--- config.mk ---
export PLATFORM = sky130hd
export DESIGN_NAME = fpc_regs
export DESIGN_NICKNAME = d
export VERILOG_FILES = /design/src/fpc_pkg.sv /design/src/fpc_flush.sv /design/src/fpc_regs.sv
export VERILOG_INCLUDE_DIRS = /design/src
export SDC_FILE = /design/constraint.sdc
export NUM_CORES = 1
export LEC_CHECK = 0
export BUFFER_PORTS_ARGS = -buffer_cell sky130_fd_sc_hd__buf_2
export CAP_MARGIN = 20
export CORE_AREA = 3 3 137 139
export DETAILED_ROUTE_END_ITERATION = 8
export DIE_AREA = 0 0 140 142
export MAX_ROUTING_LAYER = met4
export PLACE_DENSITY = 0.72
export SLEW_MARGIN = 25
export SYNTH_ARGS = -nofsm -noshare
export SYNTH_HDL_FRONTEND = slang
export SYNTH_SLANG_ARGS = --single-unit
--- constraint.sdc ---
create_clock -name mclk -period 14.8 [get_ports mclk]
set_clock_uncertainty 0.15 [all_clocks]
set_input_delay 2.96 -clock mclk [delete_from_list [all_inputs] [get_ports mclk]]
set_output_delay 2.96 -clock mclk [all_outputs]
set_load 0.02 [all_outputs]
--- src/fpc_params.svh ---
// Purpose: constants for the floating point mode and control/status registers
// Assumes: control registers are addressed by the 5-bit coprocessor control index
// Notes: indices are register numbers, not byte addresses
`ifndef FPC_PARAMS_SVH
`define FPC_PARAMS_SVH

`define FPC_IDX_IMPL 5'h00
`define FPC_IDX_COMPANION 5'h01
`define FPC_IDX_MODE_SET 5'h04
`define FPC_IDX_CTRL 5'h1F

`define FPC_ZERO_REG 5'h00

`define FPC_IMPL_SWITCH_BIT 28
`define FPC_SWITCH_PRESENT 1'h1

`define FPC_CTRL_CC_HI_MSB 31
`define FPC_CTRL_CC_HI_LSB 25
`define FPC_CTRL_FLUSH_BIT 24
`define FPC_CTRL_CC0_BIT 23
`define FPC_CTRL_IMPL_MSB 22
`define FPC_CTRL_IMPL_LSB 21
`define FPC_CTRL_RSVD_BIT 20

`define FPC_IMPL_PRESENT 1'h0

`define FPC_MODE_RESET 1'h0
`define FPC_CC_RESET 8'h00
`define FPC_FLUSH_RESET 1'h0
`define FPC_IMPL_RESET 2'h0

`define FPC_DP_MSB 63
`define FPC_EXP_MSB 62
`define FPC_EXP_LSB 52
`define FPC_FRAC_MSB 51

`endif

--- src/fpc_pkg.sv ---
// Purpose: types shared by the mode and control/status register logic
// Assumes: all widths are literals in this file; fpc_params.svh is not included
// Notes: none
`default_nettype none
package fpc_pkg;

    // one coprocessor control-register move, read or write
    typedef struct packed {
        logic valid;
        logic write;
        logic [4:0] index;
        logic [4:0] src_reg;
        logic [31:0] wdata;
    } fpc_req_t;

    typedef struct packed {
        logic valid;
        logic [31:0] rdata;
        logic exc_reserved_instr;
        logic exc_cop_unusable;
    } fpc_resp_t;

    typedef struct packed {
        logic [63:0] value;
        logic flushed;
    } fpc_flush_t;

    typedef struct packed {
        logic fp_register_mode_bit;
        logic [7:0] fp_condition_codes;
        logic flush_subnormals;
        logic [1:0] impl_bits;
        fpc_resp_t resp;
        logic cc_test;
        logic unimpl_exc;
    } fpc_state_t;

endpackage
`default_nettype wire

--- src/fpc_flush.sv ---
// Purpose: replaces a subnormal or tiny double-precision value by a signed zero
// Assumes: tiny_in marks a tiny non-zero result from the rounding stage
// Notes: one cycle of latency, value and flag both registered
`include "fpc_params.svh"
`default_nettype none
module fpc_flush (
    // clock and reset
    input wire logic mclk,
    input wire logic reset,
    // control
    input wire logic flush_en,
    input wire logic tiny_in,
    // data
    input wire logic [63:0] value_in,
    output fpc_pkg::fpc_flush_t out
);
    fpc_pkg::fpc_flush_t state_reg;
    fpc_pkg::fpc_flush_t state_next;
    logic subnormal;
    logic hit;

    assign subnormal = (value_in[`FPC_EXP_MSB:`FPC_EXP_LSB] == 11'h000)
        && (value_in[`FPC_FRAC_MSB:0] != 52'h0);

    always_comb
    begin
        hit = flush_en && (subnormal || tiny_in);
        state_next.flushed = hit;
        state_next.value = hit ? {value_in[`FPC_DP_MSB], 63'h0} : value_in;
    end

    always_ff @(posedge mclk or posedge reset)
    begin
        if (reset)
            state_reg <= '0;
        else
            state_reg <= state_next;
    end

    assign out = state_reg;
endmodule
`default_nettype wire

--- src/fpc_regs.sv ---
// Purpose: register mode aliases and the upper control part of the control/status register
// Assumes: the core presents each control-register move as a one-cycle request
// Notes: answers come one cycle after the request; mode bit drives the register file
`include "fpc_params.svh"
`default_nettype none
// Function
// - write of zero register to mode-set alias sets the register mode bit
// - mode-set alias write from any other register raises reserved instruction, no change
// - implementation register read shows the user mode switch presence bit
// - mode-set alias is write-only, holds nothing; reading it returns zero
// - control/status register open to any program while the coprocessor is enabled
// - condition codes at 31:25 and 23, read/write, selectable by branches and moves
// - flush control clear: subnormals untouched, unimplemented operation may be signalled
// - flush control set: tiny results become signed zero, no unimplemented exception
// - flush control set: subnormal input operands become signed zero first
// - bit 20 reserved, read-only, always reads zero
// - companion register reads the mode bit; zero register write clears it
module fpc_regs (
    // clock and reset
    input wire logic mclk,
    input wire logic reset,
    // control-register moves
    input wire fpc_pkg::fpc_req_t req,
    input wire logic cop1_enable,
    output fpc_pkg::fpc_resp_t resp,
    // mode and control to the datapath
    output logic fp_register_mode_bit,
    output logic flush_subnormals,
    // condition code test for branches and conditional moves
    input wire logic cc_test_req,
    input wire logic [2:0] cc_sel,
    output logic cc_test,
    // unimplemented operation from the datapath
    input wire logic unimpl_req,
    output logic unimpl_exc,
    // operand and result flushing
    input wire logic [63:0] operand_in,
    output fpc_pkg::fpc_flush_t operand_out,
    input wire logic [63:0] result_in,
    input wire logic result_tiny,
    output fpc_pkg::fpc_flush_t result_out
);
    fpc_pkg::fpc_state_t state_reg;
    fpc_pkg::fpc_state_t state_next;
    logic from_zero;
    logic [31:0] ctrl_view;

    assign from_zero = (req.src_reg == `FPC_ZERO_REG);

    always_comb
    begin
        ctrl_view = 32'h0;
        ctrl_view[`FPC_CTRL_CC_HI_MSB:`FPC_CTRL_CC_HI_LSB] =
            state_reg.fp_condition_codes[7:1];
        ctrl_view[`FPC_CTRL_CC0_BIT] = state_reg.fp_condition_codes[0];
        ctrl_view[`FPC_CTRL_FLUSH_BIT] = state_reg.flush_subnormals;
        ctrl_view[`FPC_CTRL_IMPL_MSB:`FPC_CTRL_IMPL_LSB] = state_reg.impl_bits;
        ctrl_view[`FPC_CTRL_RSVD_BIT] = 1'h0;
    end

    always_comb
    begin
        state_next = state_reg;
        state_next.resp = '0;
        state_next.cc_test = state_reg.cc_test;
        if (cc_test_req)
            state_next.cc_test = state_reg.fp_condition_codes[cc_sel];
        state_next.unimpl_exc = unimpl_req && !state_reg.flush_subnormals;
        if (req.valid)
        begin
            state_next.resp.valid = 1'h1;
            if (!cop1_enable)
                state_next.resp.exc_cop_unusable = 1'h1;
            else if (req.write)
            begin
                case (req.index)
                    `FPC_IDX_MODE_SET:
                    begin
                        if (from_zero)
                            state_next.fp_register_mode_bit = 1'h1;
                        else
                            state_next.resp.exc_reserved_instr = 1'h1;
                    end
                    `FPC_IDX_COMPANION:
                    begin
                        if (from_zero)
                            state_next.fp_register_mode_bit = 1'h0;
                        else
                            state_next.resp.exc_reserved_instr = 1'h1;
                    end
                    `FPC_IDX_CTRL:
                    begin
                        state_next.fp_condition_codes = {
                            req.wdata[`FPC_CTRL_CC_HI_MSB:`FPC_CTRL_CC_HI_LSB],
                            req.wdata[`FPC_CTRL_CC0_BIT]};
                        state_next.flush_subnormals = req.wdata[`FPC_CTRL_FLUSH_BIT];
                        if (`FPC_IMPL_PRESENT)
                            state_next.impl_bits =
                                req.wdata[`FPC_CTRL_IMPL_MSB:`FPC_CTRL_IMPL_LSB];
                    end
                    default:
                    begin
                        state_next.resp.valid = 1'h1;
                    end
                endcase
            end
            else
            begin
                case (req.index)
                    `FPC_IDX_IMPL:
                        state_next.resp.rdata[`FPC_IMPL_SWITCH_BIT] = `FPC_SWITCH_PRESENT;
                    `FPC_IDX_COMPANION:
                        state_next.resp.rdata = {31'h0, state_reg.fp_register_mode_bit};
                    `FPC_IDX_CTRL:
                        state_next.resp.rdata = ctrl_view;
                    default:
                        state_next.resp.rdata = 32'h0;
                endcase
            end
        end
    end

    always_ff @(posedge mclk or posedge reset)
    begin
        if (reset)
        begin
            state_reg <= '0;
            state_reg.fp_register_mode_bit <= `FPC_MODE_RESET;
            state_reg.fp_condition_codes <= `FPC_CC_RESET;
            state_reg.flush_subnormals <= `FPC_FLUSH_RESET;
            state_reg.impl_bits <= `FPC_IMPL_RESET;
        end
        else
            state_reg <= state_next;
    end

    assign resp = state_reg.resp;
    assign fp_register_mode_bit = state_reg.fp_register_mode_bit;
    assign flush_subnormals = state_reg.flush_subnormals;
    assign cc_test = state_reg.cc_test;
    assign unimpl_exc = state_reg.unimpl_exc;

    // operand flushing before the operation, result flushing after rounding
    fpc_flush u_operand_flush (
        .mclk(mclk),
        .reset(reset),
        .flush_en(state_reg.flush_subnormals),
        .tiny_in(1'h0),
        .value_in(operand_in),
        .out(operand_out)
    );

    fpc_flush u_result_flush (
        .mclk(mclk),
        .reset(reset),
        .flush_en(state_reg.flush_subnormals),
        .tiny_in(result_tiny),
        .value_in(result_in),
        .out(result_out)
    );

    property p_set_mode;
        @(posedge mclk) disable iff (reset)
        req.valid && req.write && cop1_enable && req.index == `FPC_IDX_MODE_SET && from_zero
        |=> fp_register_mode_bit && resp.valid && !resp.exc_reserved_instr;
    endproperty
    a_set_mode: assert property (p_set_mode) else $error("mode set failed");

    property p_bad_src;
        @(posedge mclk) disable iff (reset)
        req.valid && req.write && cop1_enable && req.index == `FPC_IDX_MODE_SET && !from_zero
        |=> resp.exc_reserved_instr && $stable(fp_register_mode_bit);
    endproperty
    a_bad_src: assert property (p_bad_src) else $error("bad source not trapped");

    property p_impl_read;
        @(posedge mclk) disable iff (reset)
        req.valid && !req.write && cop1_enable && req.index == `FPC_IDX_IMPL
        |=> resp.rdata[`FPC_IMPL_SWITCH_BIT] == `FPC_SWITCH_PRESENT;
    endproperty
    a_impl_read: assert property (p_impl_read) else $error("presence bit wrong");

    property p_disabled;
        @(posedge mclk) disable iff (reset)
        req.valid && !cop1_enable
        |=> resp.exc_cop_unusable && $stable(fp_register_mode_bit) && $stable(flush_subnormals);
    endproperty
    a_disabled: assert property (p_disabled) else $error("disabled access acted");

    property p_flush_write;
        @(posedge mclk) disable iff (reset)
        req.valid && req.write && cop1_enable && req.index == `FPC_IDX_CTRL
        |=> flush_subnormals == $past(req.wdata[`FPC_CTRL_FLUSH_BIT]);
    endproperty
    a_flush_write: assert property (p_flush_write) else $error("flush control not written");

    property p_cc_test;
        @(posedge mclk) disable iff (reset)
        cc_test_req |=> cc_test == $past(state_reg.fp_condition_codes[cc_sel]);
    endproperty
    a_cc_test: assert property (p_cc_test) else $error("condition code test wrong");

    property p_unimpl;
        @(posedge mclk) disable iff (reset)
        unimpl_req ##1 unimpl_exc |-> !$past(flush_subnormals);
    endproperty
    a_unimpl: assert property (p_unimpl) else $error("unimplemented raised while flushing");

    property p_result_flush;
        @(posedge mclk) disable iff (reset)
        flush_subnormals && result_tiny
        |=> result_out.flushed && result_out.value[`FPC_EXP_MSB:0] == 63'h0;
    endproperty
    a_result_flush: assert property (p_result_flush) else $error("tiny result kept");

    property p_ctrl_fixed;
        @(posedge mclk) disable iff (reset)
        req.valid && !req.write && cop1_enable && req.index == `FPC_IDX_CTRL
        |=> resp.rdata[`FPC_CTRL_RSVD_BIT] == 1'h0
            && resp.rdata[`FPC_CTRL_IMPL_MSB:`FPC_CTRL_IMPL_LSB] == 2'h0
            && resp.rdata[`FPC_CTRL_RSVD_BIT - 1:0] == 20'h0;
    endproperty
    a_ctrl_fixed: assert property (p_ctrl_fixed) else $error("fixed bits not zero");

    property p_clear_mode;
        @(posedge mclk) disable iff (reset)
        req.valid && req.write && cop1_enable && req.index == `FPC_IDX_COMPANION && from_zero
        ##1 req.valid && !req.write && cop1_enable && req.index == `FPC_IDX_COMPANION
        |=> resp.rdata == 32'h0;
    endproperty
    a_clear_mode: assert property (p_clear_mode) else $error("companion clear not seen");
endmodule
`default_nettype wire

==> results.tsv, run 1 <==
metric	value	unit
status	finished, final reports clean	
maxSlewViolCount	0	
min_period	4.25	ns
floorplan.initialDensity	31.0	%
setup_slack	10.55	ns
postCtsHoldBufs	0	
post-route-period-util	28.7	%
yosys.area.top_type	dfrtp_1	
setup_violations	0	
final.setup.tns	0	ns
async_flop_share	100	%
peakVddDrop	71.4	uV
syn2layout_area_growth	41.1	%
hp-class	flip-flop to flip-flop	
drc	0	
cp_slowest_cell	buf_4	
gp_congestion	0.861	
cp_data_required_time	15.08	ns
crit_type	input port to async pin	
grt_pass1_vias	4344	
drive_gt1_share	49.0	%
fillCellCount	1695	
vias	4090	
synth-seq-cells	155	
place.detailed.hpwl	12000	um
synth-edff-count	0	
netlist_area	5510	um^2
finalNetCount	893	
drtIter0Drc	111	
critical_path_arrival	4.53	ns
ys_seq_area_share	70.4	%
placementRows	49	
path_cells	buf_2 > inv_6 > buf_4	
power_density	128	nW/um^2
diodes	0	
yosysMostFrequentCell	dfrtp_1	
cp-end-kind	async pin	
cts_sinks	155	
placed_area	7170	um^2
yosys_warnings	0	
cts_tree	done	
relSlewSlack	45.3	%
cts_made_buffers	17	
port_buffers	304	
die_x	140	um
grt_start_max_net_pins	91	
synth_flop_cell	dfrtp_1	
synth.top_cell.area_share	70.4	%
grt_pass1_wl	22700	um
stdcell_area	7770	um^2
p_leak	3.88	nW
htree_num_levels	4	
pin_count	350	
start_kind	input port	
clkLatencyLatePin	0.41	ns
drv_cap	0	
die_y	142	um
syn_avg_cell_area	13.5	um^2
path_max_fanout	90	
min_from	ctrl_view[23]	
ys_types	27	
hold_viol	0	
via_per_inst	4.29	
r2r-start	flush_subnormals	
finalNonFillerCells	954	
place_inst	922	
hold_ws	0.361	ns
wl_per_cell	15.9	um
critical-path-max-stage-delay	0.78	ns
antenna_left	0	
synth_area_leaders	dfrtp_1 (70%), and2_1 (14%), nor4_1 (3.4%), buf_4 (3.0%), mux2_2 (1.8%)	
clkTransAtPathRegs	0.07	ns
rsz0062_at_grt	no	
dpl_worst_slack	10.04	ns
drtPass1Iterations	4	
die_area	19900	um^2
totalWireLength	15100	um
cts_root_buffer	clkbuf_16	
coreArea	17800	um^2
post-cts-setup-buffer-count	0	
fmax	236	MHz
clock_tree.buffer_depth	2	
antenna_found_initial	0	
syn_inst	409	
grt_util_all_layers	15.4	%
startpoint	reset	
cts_resized	0	
worstMarginPinSlew	0.820	ns
ys_top_cells_by_count	dfrtp_1 (155), and2_1 (123), nor4_1 (30)	
grt.overflow.total	0	
layout by cell type (no fill, tap or decap), drive strengths merged, types with 3 or more instances in the layout:
cell type	instances
nor4	30
conb	22
a21oi	4
nand3	3
clkinvlp	4
mux2	9
nand4	5
nor2	7
and2	123
or4	3
inv	7
clkbuf	19
buf	307
dfrtp	155
nor3	6
nand2	5
registers in the layout (all words and copies together), names as in the netlist:
name,flops
cc_test,1
ctrl_view,8
unimpl_exc,1
flush_subnormals,1
u_result_flush.out,65
u_operand_flush.out,65
fp_register_mode_bit,1
resp,13
worst paths after layout:
check                                           to  slack, ns  cells after the start
max in group mclk                 flush_subnormals      10.57                      1
min                                       resp[25]       0.36                      1
max reg2reg                u_operand_flush.out[31]      13.15                      4
min in group asynchronous  u_operand_flush.out[64]       2.55                      2
max                                  ctrl_view[28]      10.55                      3
min reg2reg                               resp[25]       0.36                      1
through the flow:
step	util [%]	power [mW]
final	43.7	0.997
after detailed placement	40.4	0.570
after global placement	40.4	0.567
after CTS	43.7	1.01
after global routing	43.7	1.04
after floorplan	-	0.520
area by class of cell:
class | count | area (um^2) | area share [%]
multi-input combinational | 230 | 1460 | 18.7
inverter | 1 | 8.76 | 0.113
sequential | 155 | 3880 | 49.9
tap | 229 | 287 | 3.69
clock buffer | 19 | 443 | 5.70
clock inverter | 13 | 156 | 2.01
timing repair buffer | 307 | 1540 | 19.9
cells by family (layout without fill, tap and decap cells):
group	Yosys count	after routing	share of synthesized area (%)
AND/OR/NAND/NOR	188	188	21.0
flip-flops	155	155	70.4
buffers and inverters	45	340	4.57
other	1	22	0.0681
multiplexers	12	12	2.84
XOR/XNOR	1	1	0.159
AO/OA/AOI/OAI	7	7	0.977
power breakdown:
group / switching [mW] / total (mW) / internal (mW)
Combinational: 0.0678 / 0.109 / 0.0417
Clock: 0.180 / 0.437 / 0.258
Sequential: 0.00639 / 0.450 / 0.444
critical path, delay by kind of cell:
family	cells	cell delay, ns
buffers and inverters	3	1.46
per-layer routing:
metal,vias up,GRT usage (%),part of all wire (%)
met2,232,26.4,52
met5,-,-,0
li1,1908,-,-
met3,17,5.54,9.1
met1,1933,17.0,38
met4,0,4.49,1.5
(Power assumes the default switching activity.)
==> inputs of run 2 (changes only) <==
--- a/config.mk
+++ b/config.mk
@@ -6,13 +6,14 @@
 export SDC_FILE = /design/constraint.sdc
 export NUM_CORES = 1
 export LEC_CHECK = 0
+export ABC_AREA = 1
 export BUFFER_PORTS_ARGS = -buffer_cell sky130_fd_sc_hd__buf_2
 export CAP_MARGIN = 20
-export CORE_AREA = 3 3 137 139
+export CORE_AREA = 3 3 135 137
 export DETAILED_ROUTE_END_ITERATION = 8
-export DIE_AREA = 0 0 140 142
+export DIE_AREA = 0 0 138 140
 export MAX_ROUTING_LAYER = met4
-export PLACE_DENSITY = 0.72
+export PLACE_DENSITY = 0.8
 export SLEW_MARGIN = 25
 export SYNTH_ARGS = -nofsm -noshare
 export SYNTH_HDL_FRONTEND = slang
==> constraint.sdc (replaced) <==
create_clock -name mclk -period 3.6 [get_ports mclk]
set_clock_uncertainty 0.15 [all_clocks]
set_input_delay 0.72 -clock mclk [delete_from_list [all_inputs] [get_ports mclk]]
set_output_delay 0.72 -clock mclk [all_outputs]
set_load 0.02 [all_outputs]
==> run 2 against run 1 <==
  * Hold slack got worse by 0.17 ns
  * Wire length is 9.4% higher
  * Largest cell class unchanged
  * Die area shrank 2.8%
  * Sequential cell count is the same
==> results.tsv, run 2 <==
metric	value	unit	change
place.detailed.hpwl	12800	um	was 12000 um
path_max_fanout	65		was 90
drtIter0Drc	192		was 111
synth.top_cell.area_share	64.3	%	was 70.4%
yosys_warnings	0		unchanged
hp-class	input port to async pin		was flip-flop to flip-flop
cts_made_buffers	17		unchanged
vias	4956		was 4090
coreArea	17200	um^2	was 17800 um^2
peakVddDrop	330	uV	was 71.4 uV
cts_root_buffer	clkbuf_16		unchanged
start_kind	flip-flop		was input port
ys_types	24		was 27
drc	0		unchanged
r2r-start	flush_subnormals		unchanged
critPathBufInv	2		was 3
maxSlewViolCount	0		unchanged
die_y	140	um	was 142 um
post-route-util	48.1	%	was 43.7%
drive_gt1_share	37.7	%	was 49.0%
drtPass1Iterations	4		unchanged
yosysMostFrequentCell	dfrtp_1		unchanged
wl_per_cell	14.4	um	was 15.9 um
hold_ws	0.192	ns	was 0.361 ns
p_leak	4.76	nW	was 3.88 nW
ys_top_cells_by_count	dfrtp_1 (155), inv_1 (132), nor2_1 (112)		was dfrtp_1 (155), and2_1 (123), nor4_1 (30)
yosys.area.top_type	dfrtp_1		unchanged
grt_pass1_vias	4892		was 4344
cp_top_family	buffers and inverters		unchanged
finalNetCount	1096		was 893
status	finished, final reports clean		unchanged
placed_area	7600	um^2	was 7170 um^2
cts_tree	done		unchanged
power_density	528	nW/um^2	was 128 nW/um^2
finalNonFillerCells	1153		was 954
rsz0062_at_grt	no		unchanged
synth-edff-count	0		unchanged
synth_area_leaders	dfrtp_1 (64%), inv_1 (8.2%), nor2_1 (7.0%), a21oi_1 (6.0%), buf_4 (2.7%)		was dfrtp_1 (70%), and2_1 (14%), nor4_1 (3.4%), buf_4 (3.0%), mux2_2 (1.8%)
final.setup.tns	0	ns	unchanged
floorplan.initialDensity	35.1	%	was 31.0%
critical_path_arrival	1.58	ns	was 4.53 ns
fillCellCount	1631		was 1695
r2r-end	u_operand_flush.out[31]		unchanged
r2r_setup_slack	1.49	ns	was 13.15 ns
via_per_inst	4.30		was 4.29
placementRows	48		was 49
grt_busiest_layer	met2		unchanged
die_area	19300	um^2	was 19900 um^2
power	4.36	mW	was 997 uW
gr-usage-met1	20.1	%	was 17.0%
mostFrequentLayoutCell	buf_2		unchanged
synth_flop_cell	dfrtp_1		unchanged
htree_num_levels	4		unchanged
min_period	2.45	ns	
clock_tree.buffer_depth	2		unchanged
netlist_area	6030	um^2	was 5510 um^2
cp_data_required_time	2.73	ns	was 15.08 ns
syn2layout_area_growth	37.1	%	was 41.1%
grt_util_all_layers	17.5	%	was 15.4%
stdcell_area	8270	um^2	was 7770 um^2
diodes	0		unchanged
fmax	409	MHz	
post-cts-setup-buffer-count	0		unchanged
worstMarginPinSlew	0.675	ns	was 0.820 ns
syn_avg_cell_area	9.77	um^2	was 13.5 um^2
dpl_worst_slack	0.905	ns	was 10.04 ns
cts_resized	0		unchanged
crit_type	flip-flop to primary output		was input port to async pin
clkLatencyLatePin	0.40	ns	was 0.41 ns
gp_congestion	0.901		was 0.861
antenna_left	0		unchanged
path_cells	buf_4 > buf_2		was buf_2 > inv_6 > buf_4
clkTransAtPathRegs	0.06	ns	was 0.07 ns
postCtsHoldBufs	0		unchanged
cp-end-kind	primary output		was async pin
ys_seq_area_share	64.3	%	was 70.4%
async_flop_share	100	%	unchanged
synth-seq-cells	155		unchanged
cp_slowest_cell	buf_4		unchanged
pin_count	350		unchanged
antenna_found_initial	0		unchanged
cts_sinks	155		unchanged
use_met3	5.46	%	was 5.54%
critical-path-max-stage-delay	0.53	ns	was 0.78 ns
setup_slack	1.15	ns	was 10.55 ns
totalWireLength	16600	um	was 15100 um
relSlewSlack	55.0	%	was 45.3%
port_buffers	304		unchanged
grt_pass1_wl	25800	um	was 22700 um
rr_worst_depth	6		was 4
syn_inst	617		was 409
final_cell_mix	buf_2 (304), dfrtp_1 (154), inv_1 (131)		was buf_2 (304), dfrtp_1 (155), and2_1 (123)
grt_start_max_net_pins	66		was 91
place_inst	1121		was 922
drv_cap	0		unchanged
grt_use_met2	30.1	%	was 26.4%
grt.overflow.total	0		unchanged
setup_violations	0		unchanged
post-route-period-util	68.0	%	
hold_viol	0		unchanged
die_x	138	um	was 140 um
run 2: cell families after synthesis:
family,share of synthesized area (%)
compound gates,7.04
buf+inv,14.7
flops,64.3
other cells,0.0622
simple gates,13.9
run 2: worst max path at each step:
stage / from / slack [ns] / endpoint / depth (start not counted)
after global placement: result_in[11] / 0.94 / u_result_flush.out[17] / 11
after CTS: flush_subnormals / 1.10 / flush_subnormals / 2
after floorplan: reset / 0.77 / cc_test / 1
after global routing: flush_subnormals / 1.04 / flush_subnormals / 2
after detailed placement: result_in[11] / 0.91 / u_result_flush.out[32] / 11
final: flush_subnormals / 1.15 / flush_subnormals / 2
run 2: cell type report:
| class | count | area, um^2 | area share [%] |
|---|---|---|---|
| Sequential cell | 155 | 3880 | 46.9 |
| Timing Repair Buffer | 310 | 1590 | 19.3 |
| Multi-Input combinational cell | 298 | 1340 | 16.3 |
| Inverter | 133 | 503 | 6.09 |
| Clock buffer | 20 | 457 | 5.53 |
| Tap cell | 225 | 282 | 3.41 |
| Clock inverter | 12 | 209 | 2.53 |
run 2: layer usage:
metal  part of all wire (%)  vias to the layer above
met1                     39                     2309
met5                      0                        -
met3                    8.2                        8
met4                   0.83                        0
met2                     52                      236
li1                       -                     2403
run 2: report_power, final:
| group | switching, mW | total [mW] | internal [mW] |
|---|---|---|---|
| clock | 0.723 | 2.00 | 1.28 |
| combinational | 0.339 | 0.511 | 0.171 |
| sequential | 0.0235 | 1.85 | 1.83 |
| total | 1.09 | 4.36 | 3.28 |
==> inputs of run 3 (changes only) <==
==> constraint.sdc (replaced) <==
create_clock -name mclk -period 2.1 [get_ports mclk]
set_clock_uncertainty 0.15 [all_clocks]
set_input_delay 0.42 -clock mclk [delete_from_list [all_inputs] [get_ports mclk]]
set_output_delay 0.42 -clock mclk [all_outputs]
set_load 0.02 [all_outputs]
==> run 3 against run 2 <==
  * First-iteration DRC count increased by 13%
  * Register-to-register slack got worse by 1.1 ns
  * Sequential share of layout area fell by 0.96 points
  * Sequential power up 72%
  * Total power up 59%
  * Via count increased by 4.5%
  * Critical endpoint unchanged
  * Hold slack got worse by 0.15 ns
  * Clock power rose by 42%
  * Largest cell class unchanged
  * Wire length up 4.8%
  * Design area grew 2.1%
  * Setup slack lost 1.0 ns
  * Sequential cell count stayed put
==> results.tsv, run 3 (synthesis results as in run 2) <==
metric	value	unit	change
drive_gt1_share	37.8	%	was 37.7%
pin_count	350		unchanged
grt_util_all_layers	18.4	%	was 17.5%
crit_type	flip-flop to primary output		unchanged
antenna_found_initial	0		unchanged
start_kind	flip-flop		unchanged
mostFrequentLayoutCell	buf_2		unchanged
htree_num_levels	4		unchanged
hold_ws	0.0439	ns	was 0.192 ns
setup_violations	0		unchanged
coreArea	17200	um^2	unchanged
vias	5181		was 4956
drtPass1Iterations	5		was 4
status	finished, final reports clean		unchanged
maxSlewViolCount	0		unchanged
placementRows	48		unchanged
intPower	5.11	mW	was 3.28 mW
cts_root_buffer	clkbuf_16		unchanged
critical-path-max-stage-delay	0.38	ns	was 0.53 ns
comb_power_share	13.3	%	was 11.7%
grt.overflow.total	0		unchanged
placed_area	7730	um^2	was 7600 um^2
rsz0062_at_grt	no		unchanged
hold_viol	0		unchanged
place.detailed.hpwl	13400	um	was 12800 um
cts_sinks	155		unchanged
multiInputGateArea	1340	um^2	unchanged
totalWireLength	17300	um	was 16600 um
final_cell_mix	buf_2 (304), dfrtp_1 (154), inv_1 (131)		unchanged
cts_made_buffers	17		unchanged
antenna_left	0		unchanged
syn2layout_area_growth	40.0	%	was 37.1%
cp_data_required_time	1.53	ns	was 2.73 ns
via_per_inst	4.39		was 4.30
gp_congestion	0.889		was 0.901
ff_latch_area	3880	um^2	unchanged
cts_tree	done		unchanged
place_inst	1133		was 1121
fillCellCount	1609		was 1631
drtIter0Drc	216		was 192
power.net_switching	1.82	mW	was 1.09 mW
peakVddDrop	508	uV	was 330 uV
seq_power_share	45.8	%	was 42.4%
die_area	19300	um^2	unchanged
port_buffers	304		unchanged
clock_tree.buffer_depth	2		unchanged
min_period	1.98	ns	
cp-end-kind	primary output		unchanged
clkLatencyLatePin	0.40	ns	about the same
finalNonFillerCells	1180		was 1153
path_cells	buf_6 > buf_2		was buf_4 > buf_2
p_leak	4.84	nW	was 4.76 nW
power_density	822	nW/um^2	was 528 nW/um^2
final.setup.tns	0	ns	unchanged
fmax	504	MHz	
clkTransAtPathRegs	0.06	ns	about the same
grt_start_max_net_pins	66		unchanged
drv_cap	0		unchanged
floorplan.initialDensity	35.1	%	unchanged
grt_pass1_vias	5206		was 4892
hp-class	input port to flip-flop		was input port to async pin
drc	0		unchanged
path_max_fanout	65		unchanged
critical_path_arrival	1.41	ns	was 1.58 ns
stdcell_area	8440	um^2	was 8270 um^2
post-route-period-util	94.5	%	
grt_pass1_wl	27100	um	was 25800 um
cp_slowest_cell	buf_6		was buf_4
wl_per_cell	14.7	um	was 14.4 um
diodes	0		unchanged
die_y	140	um	unchanged
finalNetCount	1125		was 1096
power	6.93	mW	was 4.36 mW
die_x	138	um	unchanged
clkPwrFrac	40.8	%	was 45.9%
swShare	26.3	%	was 24.9%
==> run 3: changes by cell type in the layout (fill, tap and decap cells not counted), sizes merged <==
cell         change
clkinv           +3
clkinvlp         +1
dlygate4sd3     +15
bufinv           -4
inv              -2
buf             +14
==> run 3: power by group through the flow <==
| stage | combinational [mW] | clock [mW] | sequential (mW) |
|---|---|---|---|
| after floorplan | 0.341 | 0 | 3.41 |
| after detailed placement | 0.907 | 0 | 3.23 |
| final | 0.925 | 2.83 | 3.18 |
| after global placement | 0.889 | 0 | 3.22 |
| after CTS | 0.934 | 2.90 | 3.18 |
| after global routing | 1.02 | 3.04 | 3.19 |
==> run 3: routing by layer <==
layer	vias up	track usage, %	routed length, um
li1	2462	-	-
met1	2419	20.2	6560
met2	276	31.3	8920
met3	24	6.66	1480
met4	0	6.34	381
met5	-	-	0
==> run 3: worst max-delay path, delay by kind of cell, from the launching register on <==
family	cells	cell delay, ns
buffers and inverters	2	0.64
DFF	1	0.36
==> run 3: timing repair <==
action	in CTS	in global routing
hold endpoints to repair	20	0
hold buffers	15	0
setup buffers	0	2
gates resized for setup	1	0
setup endpoints to repair	1	47
==> run 3: metrics by stage <==
step | utilization [%] | worst slack (ns)
floorplan | - | -0.429
finish | 49.1 | 0.115
detailed placement | 45.0 | 0.102
CTS | 49.0 | 0.0586
global route | 49.1 | 0.00684
global placement | 45.0 | 0.186
==> run 3: final cells by class <==
cell class | count | share of cell area [%]
clock buffers | 20 | 5.29
clock inverters | 10 | 1.13
inverters | 133 | 5.96
multi-input cells | 298 | 15.9
flip-flops and latches | 155 | 46.0
well taps | 225 | 3.34
repair buffers | 339 | 22.4
==> run 3: final timing paths <==
| kind | start | to | slack [ns] | cells past startpoint |
|---|---|---|---|---|
| max | flush_subnormals | flush_subnormals | 0.12 | 2 |
| min | cc_test_req | cc_test | 0.04 | 2 |
| max reg2reg | flush_subnormals | u_operand_flush.out[3] | 0.44 | 6 |
| min reg2reg | ctrl_view[23] | ctrl_view[23] | 0.36 | 2 |
| max in group asynchronous | reset | flush_subnormals | 0.75 | 4 |
| min in group asynchronous | reset | u_result_flush.out[19] | 0.39 | 3 |
